File: config.mk
export PLATFORM = sky130hd
export DESIGN_NAME = crcu_unit
export DESIGN_NICKNAME = d
export VERILOG_FILES = /design/src/hdl/crcu_pkg.sv /design/src/hdl/crcu_unit.sv
export SDC_FILE = /design/constraint.sdc
export NUM_CORES = 1
export LEC_CHECK = 0
export BUFFER_PORTS_ARGS = -buffer_cell sky130_fd_sc_hd__buf_2
export CAP_MARGIN = 40
export CORE_MARGIN = 1.5
export CORE_UTILIZATION = 55
export DETAILED_ROUTE_END_ITERATION = 10
export PLACE_DENSITY = 0.77
export SLEW_MARGIN = 15
export SYNTH_ARGS = -nofsm -noshare
export SYNTH_HDL_FRONTEND = slang
export SYNTH_SLANG_ARGS = --single-unit
export TNS_END_PERCENT = 100
File: constraint.sdc
create_clock -name clk -period 2.9 [get_ports clk]
set_input_delay 0.58 -clock clk [delete_from_list [all_inputs] [get_ports clk]]
set_output_delay 0.58 -clock clk [all_outputs]
set_load 0.02 [all_outputs]
File: src/hdl/crcu_pkg.sv
// ****************************************************************
// Constants, types and checksum functions
// ****************************************************************
package crcu_pkg;

    localparam logic [31:0] CRCU_POLY = 32'h04C11DB7;
    localparam logic [31:0] CRCU_INIT = 32'hFFFFFFFF;
    localparam logic [7:0] CRCU_OFF_RESULT = 8'h00;
    localparam logic [7:0] CRCU_OFF_SCRATCH = 8'h04;
    localparam logic [7:0] CRCU_OFF_CONTROL = 8'h08;
    localparam logic [7:0] CRCU_SCRATCH_RST = 8'h00;
    localparam logic CRCU_REINIT_RST = 1'b0;
    localparam int CRCU_REINIT_BIT = 0;
    localparam logic [1:0] CRCU_LAST_STEP = 2'h3;
    localparam logic [1:0] CRCU_FIRST_STEP = 2'h0;

    typedef struct packed {
        logic valid;
        logic write;
        logic [7:0] addr;
        logic [31:0] wdata;
    } crcu_req_t;

    typedef struct packed {
        logic ack;
        logic [31:0] rdata;
    } crcu_rsp_t;

    typedef enum logic {
        CRCU_IDLE,
        CRCU_CALC
    } crcu_phase_t;

    typedef struct packed {
        crcu_phase_t phase;
        logic [1:0] step;
        logic [31:0] word;
        logic [31:0] crc;
        logic [7:0] scratch;
        logic reinit;
        crcu_rsp_t rsp;
    } crcu_state_t;

    // Folds one byte, most significant bit first
    function automatic logic [31:0] crcu_fold_byte(input logic [31:0] c, input logic [7:0] d);
        logic [31:0] r;
        r = c;
        for (int i = 7; i >= 0; i--) begin
            r = (r[31] ^ d[i]) ? ({r[30:0], 1'b0} ^ CRCU_POLY) : {r[30:0], 1'b0};
        end
        return r;
    endfunction : crcu_fold_byte

    // Folds one word, top byte first
    function automatic logic [31:0] crcu_fold_word(input logic [31:0] c, input logic [31:0] w);
        logic [31:0] r;
        r = c;
        for (int k = 0; k < 4; k++) begin
            r = crcu_fold_byte(r, w[31 - 8 * k -: 8]);
        end
        return r;
    endfunction : crcu_fold_word

endpackage : crcu_pkg

File: src/hdl/crcu_unit.sv
// Notes on behaviour
// The checksum uses the fixed generator polynomial 0x4C11DB7 and nothing can change it.
// One data register takes 32-bit input words and reads back the 32-bit checksum.
// The updated checksum is ready 4 clock cycles after a word is written.
// A written word is held in a 32-bit buffer so the write completes at once; a word written during a calculation is stalled until it ends.
// Each new word is folded into the checksum left by the previous one unless reinitialised.
// A write at offset 0x00 feeds the calculation and never overwrites the checksum itself.
// A read at offset 0x00 returns the latest checksum, never the raw written word.
// Reset gives a checksum of all ones and zero scratch and control registers.
// Writing one to control bit 0 loads all ones into the checksum and the bit clears itself.
// Reinitialising leaves the scratch byte alone.
// Bits 7:0 at offset 0x04 are a scratch byte that reads back as written and never affects the checksum.
// Software uses only full 32-bit word accesses.
// Software keeps reserved bits at their reset value.
// Words are processed most significant bit first, unreflected, with no final inversion.
// A word or reinit arriving during a calculation is stalled so nothing is lost or reordered.
`timescale 1ns/10ps
`default_nettype none

module crcu_unit (
    input wire logic clk,
    input wire logic rst_b,
    input wire crcu_pkg::crcu_req_t req,
    output var crcu_pkg::crcu_rsp_t rsp
);

    // ****************************************************************
    // State
    // ****************************************************************
    crcu_pkg::crcu_state_t state_ff;
    crcu_pkg::crcu_state_t nxt_state;
    logic take;
    logic stall;
    logic calc;

    // ****************************************************************
    // Access decode
    // ****************************************************************
    // Matches a request to one offset and one direction
    function automatic logic is_access(input crcu_pkg::crcu_req_t r, input logic [7:0] off,
        input logic wr);
        return (r.addr == off) && (r.write == wr);
    endfunction : is_access

    assign calc = (state_ff.phase == crcu_pkg::CRCU_CALC);
    assign take = req.valid && !state_ff.rsp.ack;
    assign stall = take && calc && ((req.addr == crcu_pkg::CRCU_OFF_RESULT)
        || (req.write && (req.addr == crcu_pkg::CRCU_OFF_CONTROL)));

    // ****************************************************************
    // Next state
    // ****************************************************************
    always_comb begin
        nxt_state = state_ff;
        nxt_state.rsp.ack = 1'b0;
        nxt_state.reinit = 1'b0;
        if (calc) begin
            nxt_state.crc = crcu_pkg::crcu_fold_byte(state_ff.crc, state_ff.word[31:24]);
            nxt_state.word = {state_ff.word[23:0], 8'h00};
            nxt_state.step = state_ff.step + 2'h1;
            if (state_ff.step == crcu_pkg::CRCU_LAST_STEP) begin
                nxt_state.phase = crcu_pkg::CRCU_IDLE;
            end
        end
        if (take && !stall) begin
            nxt_state.rsp.ack = 1'b1;
            nxt_state.rsp.rdata = 32'h00000000;
            unique case (req.addr)
                crcu_pkg::CRCU_OFF_RESULT: begin
                    if (req.write) begin
                        nxt_state.word = req.wdata;
                        nxt_state.step = crcu_pkg::CRCU_FIRST_STEP;
                        nxt_state.phase = crcu_pkg::CRCU_CALC;
                    end else begin
                        nxt_state.rsp.rdata = state_ff.crc;
                    end
                end
                crcu_pkg::CRCU_OFF_SCRATCH: begin
                    if (req.write) begin
                        nxt_state.scratch = req.wdata[7:0];
                    end else begin
                        nxt_state.rsp.rdata = {24'h000000, state_ff.scratch};
                    end
                end
                crcu_pkg::CRCU_OFF_CONTROL: begin
                    if (req.write) begin
                        nxt_state.reinit = req.wdata[crcu_pkg::CRCU_REINIT_BIT];
                        if (req.wdata[crcu_pkg::CRCU_REINIT_BIT]) begin
                            nxt_state.crc = crcu_pkg::CRCU_INIT;
                        end
                    end else begin
                        nxt_state.rsp.rdata = {31'h00000000, state_ff.reinit};
                    end
                end
                default: begin
                end
            endcase
        end
    end

    // ****************************************************************
    // Registers
    // ****************************************************************
    always_ff @(posedge clk or negedge rst_b) begin
        if (!rst_b) begin
            state_ff.phase <= crcu_pkg::CRCU_IDLE;
            state_ff.step <= crcu_pkg::CRCU_FIRST_STEP;
            state_ff.word <= 32'h00000000;
            state_ff.crc <= crcu_pkg::CRCU_INIT;
            state_ff.scratch <= crcu_pkg::CRCU_SCRATCH_RST;
            state_ff.reinit <= crcu_pkg::CRCU_REINIT_RST;
            state_ff.rsp <= '0;
        end else begin
            state_ff <= nxt_state;
        end
    end

    assign rsp = state_ff.rsp;

    // ****************************************************************
    // Checks
    // ****************************************************************
    logic acc;
    logic acc_dw;
    logic acc_dr;
    logic acc_sw;
    logic acc_sr;
    logic acc_cw;
    logic acc_cr;
    assign acc = take && !stall;
    assign acc_dw = acc && is_access(req, crcu_pkg::CRCU_OFF_RESULT, 1'b1);
    assign acc_dr = acc && is_access(req, crcu_pkg::CRCU_OFF_RESULT, 1'b0);
    assign acc_sw = acc && is_access(req, crcu_pkg::CRCU_OFF_SCRATCH, 1'b1);
    assign acc_sr = acc && is_access(req, crcu_pkg::CRCU_OFF_SCRATCH, 1'b0);
    assign acc_cw = acc && is_access(req, crcu_pkg::CRCU_OFF_CONTROL, 1'b1);
    assign acc_cr = acc && is_access(req, crcu_pkg::CRCU_OFF_CONTROL, 1'b0);

    crc_latency_a: assert property (@(posedge clk) disable iff (!rst_b)
        acc_dw |-> ##5 (state_ff.crc == crcu_pkg::crcu_fold_word($past(state_ff.crc, 5),
        $past(req.wdata, 5))) && !calc)
        else $error("checksum not ready four cycles after write");
    word_buffer_a: assert property (@(posedge clk) disable iff (!rst_b)
        acc_dw |=> calc && rsp.ack && (state_ff.word == $past(req.wdata)))
        else $error("written word not buffered");
    read_result_a: assert property (@(posedge clk) disable iff (!rst_b)
        (acc && !req.write && (req.addr == crcu_pkg::CRCU_OFF_RESULT))
        |=> rsp.ack && (rsp.rdata == $past(state_ff.crc)))
        else $error("result read wrong");
    reinit_load_a: assert property (@(posedge clk) disable iff (!rst_b)
        (acc && req.write && (req.addr == crcu_pkg::CRCU_OFF_CONTROL) && req.wdata[0])
        |=> (state_ff.crc == crcu_pkg::CRCU_INIT) && state_ff.reinit ##1 !state_ff.reinit)
        else $error("reinit failed");
    scratch_keep_a: assert property (@(posedge clk) disable iff (!rst_b)
        (acc && req.addr == crcu_pkg::CRCU_OFF_CONTROL) |=> $stable(state_ff.scratch))
        else $error("scratch changed by control");
    scratch_write_a: assert property (@(posedge clk) disable iff (!rst_b)
        (acc && req.write && (req.addr == crcu_pkg::CRCU_OFF_SCRATCH) && !calc)
        |=> (state_ff.scratch == $past(req.wdata[7:0])) && $stable(state_ff.crc))
        else $error("scratch write wrong");
    reset_value_a: assert property (@(posedge clk)
        !rst_b |-> (state_ff.crc == crcu_pkg::CRCU_INIT) && (state_ff.scratch == 8'h00)
        && !state_ff.reinit)
        else $error("reset values wrong");
    stall_busy_a: assert property (@(posedge clk) disable iff (!rst_b)
        stall |=> !rsp.ack && $stable(state_ff.scratch))
        else $error("busy access not stalled");
    ack_pulse_a: assert property (@(posedge clk) disable iff (!rst_b)
        rsp.ack |=> !rsp.ack)
        else $error("ack longer than one cycle");
    calc_length_a: assert property (@(posedge clk) disable iff (!rst_b)
        acc_dw |=> calc [*4] ##1 !calc)
        else $error("calculation length wrong");
    step_idle_a: assert property (@(posedge clk) disable iff (!rst_b)
        !calc |-> (state_ff.step == crcu_pkg::CRCU_FIRST_STEP))
        else $error("step counter not rewound");
    idle_take_a: assert property (@(posedge clk) disable iff (!rst_b)
        (acc_dw || acc_dr || acc_cw) |-> !calc)
        else $error("access taken during calculation");
    result_kept_a: assert property (@(posedge clk) disable iff (!rst_b)
        acc_dw |=> $stable(state_ff.crc))
        else $error("write overwrote checksum");
    crc_quiet_a: assert property (@(posedge clk) disable iff (!rst_b)
        (!calc && !acc_cw) |=> $stable(state_ff.crc))
        else $error("checksum changed while idle");
    ack_answer_a: assert property (@(posedge clk) disable iff (!rst_b)
        acc |=> rsp.ack)
        else $error("accepted access not answered");
    ack_only_a: assert property (@(posedge clk) disable iff (!rst_b)
        !acc |=> !rsp.ack)
        else $error("ack without accepted access");
    scratch_only_a: assert property (@(posedge clk) disable iff (!rst_b)
        !acc_sw |=> $stable(state_ff.scratch))
        else $error("scratch changed without a write");
    scratch_read_a: assert property (@(posedge clk) disable iff (!rst_b)
        acc_sr |=> rsp.ack && (rsp.rdata == {24'h000000, $past(state_ff.scratch)}))
        else $error("scratch read wrong");
    write_rdata_a: assert property (@(posedge clk) disable iff (!rst_b)
        (acc && req.write) |=> rsp.ack && (rsp.rdata == 32'h00000000))
        else $error("write returned data");
    control_read_a: assert property (@(posedge clk) disable iff (!rst_b)
        acc_cr |=> rsp.ack && (rsp.rdata == {31'h00000000, $past(state_ff.reinit)}))
        else $error("control read wrong");
    reinit_seed_a: assert property (@(posedge clk) disable iff (!rst_b)
        state_ff.reinit |-> (state_ff.crc == crcu_pkg::CRCU_INIT))
        else $error("reinit without seed");
    unmapped_a: assert property (@(posedge clk) disable iff (!rst_b)
        (acc && !acc_dw && !acc_dr && !acc_sw && !acc_sr && !acc_cw && !acc_cr)
        |=> rsp.ack && (rsp.rdata == 32'h00000000) && $stable(state_ff.scratch))
        else $error("unmapped access had an effect");

    // ****************************************************************
    // Coverage
    // ****************************************************************
    data_write_c: cover property (@(posedge clk) disable iff (!rst_b) acc_dw);
    scratch_busy_c: cover property (@(posedge clk) disable iff (!rst_b) acc_sw && calc);
    stall_seen_c: cover property (@(posedge clk) disable iff (!rst_b) stall);
    reinit_seen_c: cover property (@(posedge clk) disable iff (!rst_b) state_ff.reinit);
    back_to_back_c: cover property (@(posedge clk) disable iff (!rst_b)
        acc_dw ##[1:8] acc_dw);

endmodule : crcu_unit

`default_nettype wire

==> metrics.txt <==
status=finished, final reports clean; initial antenna violation count=0; Leak=approximately 2.8 nW; commonest non-fill, non-tap cell in the layout=dfrtp_1; Worst Setup End Kind=register; crit path max fanout=5; Net Sw Frac=0.356; cts hold-fix bufs=0; period utilisation layout=0.744; Worst setup startpoint=state_ff[73]; CP bufs+invs=0; vias per cell=roughly 5.4; Post-Route Setup TNS=0 ps; die span in x=around 100 um; Critical Path End=state_ff[48]; Critical Path RT=approximately 3200 ps; ys flop type=dfrtp_1; global-route wire length before repair=about 18 mm; VDD IR max=0.578 mV; post-route ant nets=0; post-cts sizing count=0; layout cells sized above 1=0.304; DRC viols=0; Core Footprint=slightly above 10000 um2; first-pass iteration count of the detailed router=4; met1 Use GR=0.286; vias=approximately 3600; Mapped Nets=approximately 530; DP HPWL=around 8.1 mm; Placer Congestion=between 0.8 and 0.9; Routed WL=10.9 mm; YS warnings=0; maxcap violations=0; Global Route met2 Usage=0.355; EDFF count, synth=0; grt peak-use layer=met2; grt ovf=0; Initial Utilization=0.561; RSZ-0062 raised after global routing=no; Synth Instances=between 400 and 500; CTS tree=built; Arr. time, crit path=2440 ps; CTS Buf Count=9; Final Hold Vio Count=0; worst reg2reg endpoint=state_ff[48]; grt met3 use=0.0412; Peak Freq=approximately 460 MHz; root buf cell=clkbuf_8; Setup CP Type=reg2reg; sequential fraction of the synthesis area=0.484; post-CTS setup buffer count=0; Slew @ Worst Pin=~660 ps; Startpoint Class=register; worst r2r path cells=4; Switching Power=about 2.6 mW; CTS max path bufs=2; Clk Latency, worst-skew pair=around 360 ps; vias in the first global route=between 3000 and 4000; Die Y=between 100 and 150 um; Ports=between 70 and 80; R2R Setup Slk=~740 ps; HP Class=in2async; H-tree depth=3; ys async rst share=1.00; r2r startpoint=state_ff[73]; Worst Skew=10.7 ps; Row Count=37; Max stage delay on crit path=approximately 620 ps; CTS clk-pin slew, worst paths=~100 ps; total die area=11000 um2; largest net degree at the start of global routing=68; initial DRC count=around 180; Final Critical Period=2160 ps; fin nets=~560; Cell Int Power=approximately 4.6 mW; WL/cell=about 17 um; CP cell instances=xor2_1 -> xnor3_2 -> xnor3_1 -> a22oi_1; most frequent cells in the layout=dfrtp_1 (76), buf_2 (75), nand2_1 (70); clock share of power=0.117; ant diodes=0; synthesized cell area=~5700 um2; gr usage total=0.213; clk sinks=109; Rel. slew slack=0.562; Distinct cells, synth=43; Seq cells post-synth=~110; sequential share of power=0.340; Largest delay share family, worst path=XOR/XNOR gates; CP Depth=4; final core utilization=0.601; syn_area_per_cell=11.8 um2; Setup-failing EPs final=0; fin. max-slew vios=0; area delta synth->final=7.12%; Port Buf Inserts=between 70 and 80; power share of the combinational group=0.543; Slowest-stage cell, CP=dfstp_2; pwr dens=1170 nW/um2
[final cells by class]
class,instances,area [um2]
Fill cell,846,4060
Sequential cell,109,2770
Multi-Input combinational cell,309,2530
Timing Repair Buffer,85,463
Tap cell,136,170
Clock buffer,11,141
Clock inverter,5,35.0
Inverter,4,15.0
[metal layers]
layer | routed length (um) | up-vias
met1 | 4850 | 1765
met2 | 5440 | 96
met4 | 153 | 0
met5 | 0 | -
li1 | - | 1708
met3 | 474 | 13
[cell families (layout without fill, tap and decap cells)]
kind of cell    Yosys count  count (layout)  share of synthesized area
simple gates            102             102                     0.0812
buf+inv                  66             105                     0.0734
fa+ha+maj                 1               1                    0.00219
mux                      40              40                     0.0718
flops                   109             109                      0.484
compound gates          100             100                      0.122
xor+xnor                 66              66                      0.165
[cells in the mapped netlist, types with 16 or more instances]
master    count  area, um2
a22o_1       24        210
buf_4        39        293
clkbuf_1     16       60.1
dfrtp_1      77       1930
dfstp_2      32        841
mux2i_1      32        320
nand2_1      70        263
nor2_1       18       67.6
o211ai_1     22        165
o21ai_0      41        205
xnor2_1      29        254
xnor3_1      16        360
[power by group through the flow]
stage	clock network (mW)	registers, mW	logic, mW
after floorplan	0	2.32	3.29
after global placement	0	2.45	3.79
after detailed placement	0	2.47	3.87
after CTS	0.856	2.44	3.92
after global routing	0.921	2.50	4.18
final	0.837	2.44	3.90
[through the flow]
| stage | std cells | power [mW] | hold WS, ps | instance area [um2] | worst slack [ps] |
|---|---|---|---|---|---|
| 6_report | 659 | 7.18 | 224 | 6120 | 741 |
| 5_1_grt | 659 | 7.60 | 260 | 6120 | 664 |
| 4_1_cts | 659 | 7.22 | 262 | 6120 | 755 |
| 3_5_place_dp | 643 | 6.34 | 471 | 5940 | 427 |
| 3_3_place_gp | 643 | 6.24 | 467 | 5940 | 493 |
| 2_1_floorplan | 484 | 5.61 | 284 | 5710 | 754 |
[sequential cells by signal, indices dropped and copies added (netlist names)]
signal and flops:
calc 1, state_ff 75, rsp 33
[worst min path at each step]
stage / from / cells after the start / end
5_1_grt: rst_b / 1 / rsp[26]
2_1_floorplan: rst_b / 0 / calc
3_3_place_gp: rsp[6] / 2 / rsp[6]
4_1_cts: rst_b / 1 / rsp[26]
3_5_place_dp: rsp[6] / 2 / rsp[6]
6_report: rst_b / 1 / rsp[26]
(Power assumes the default switching activity.)
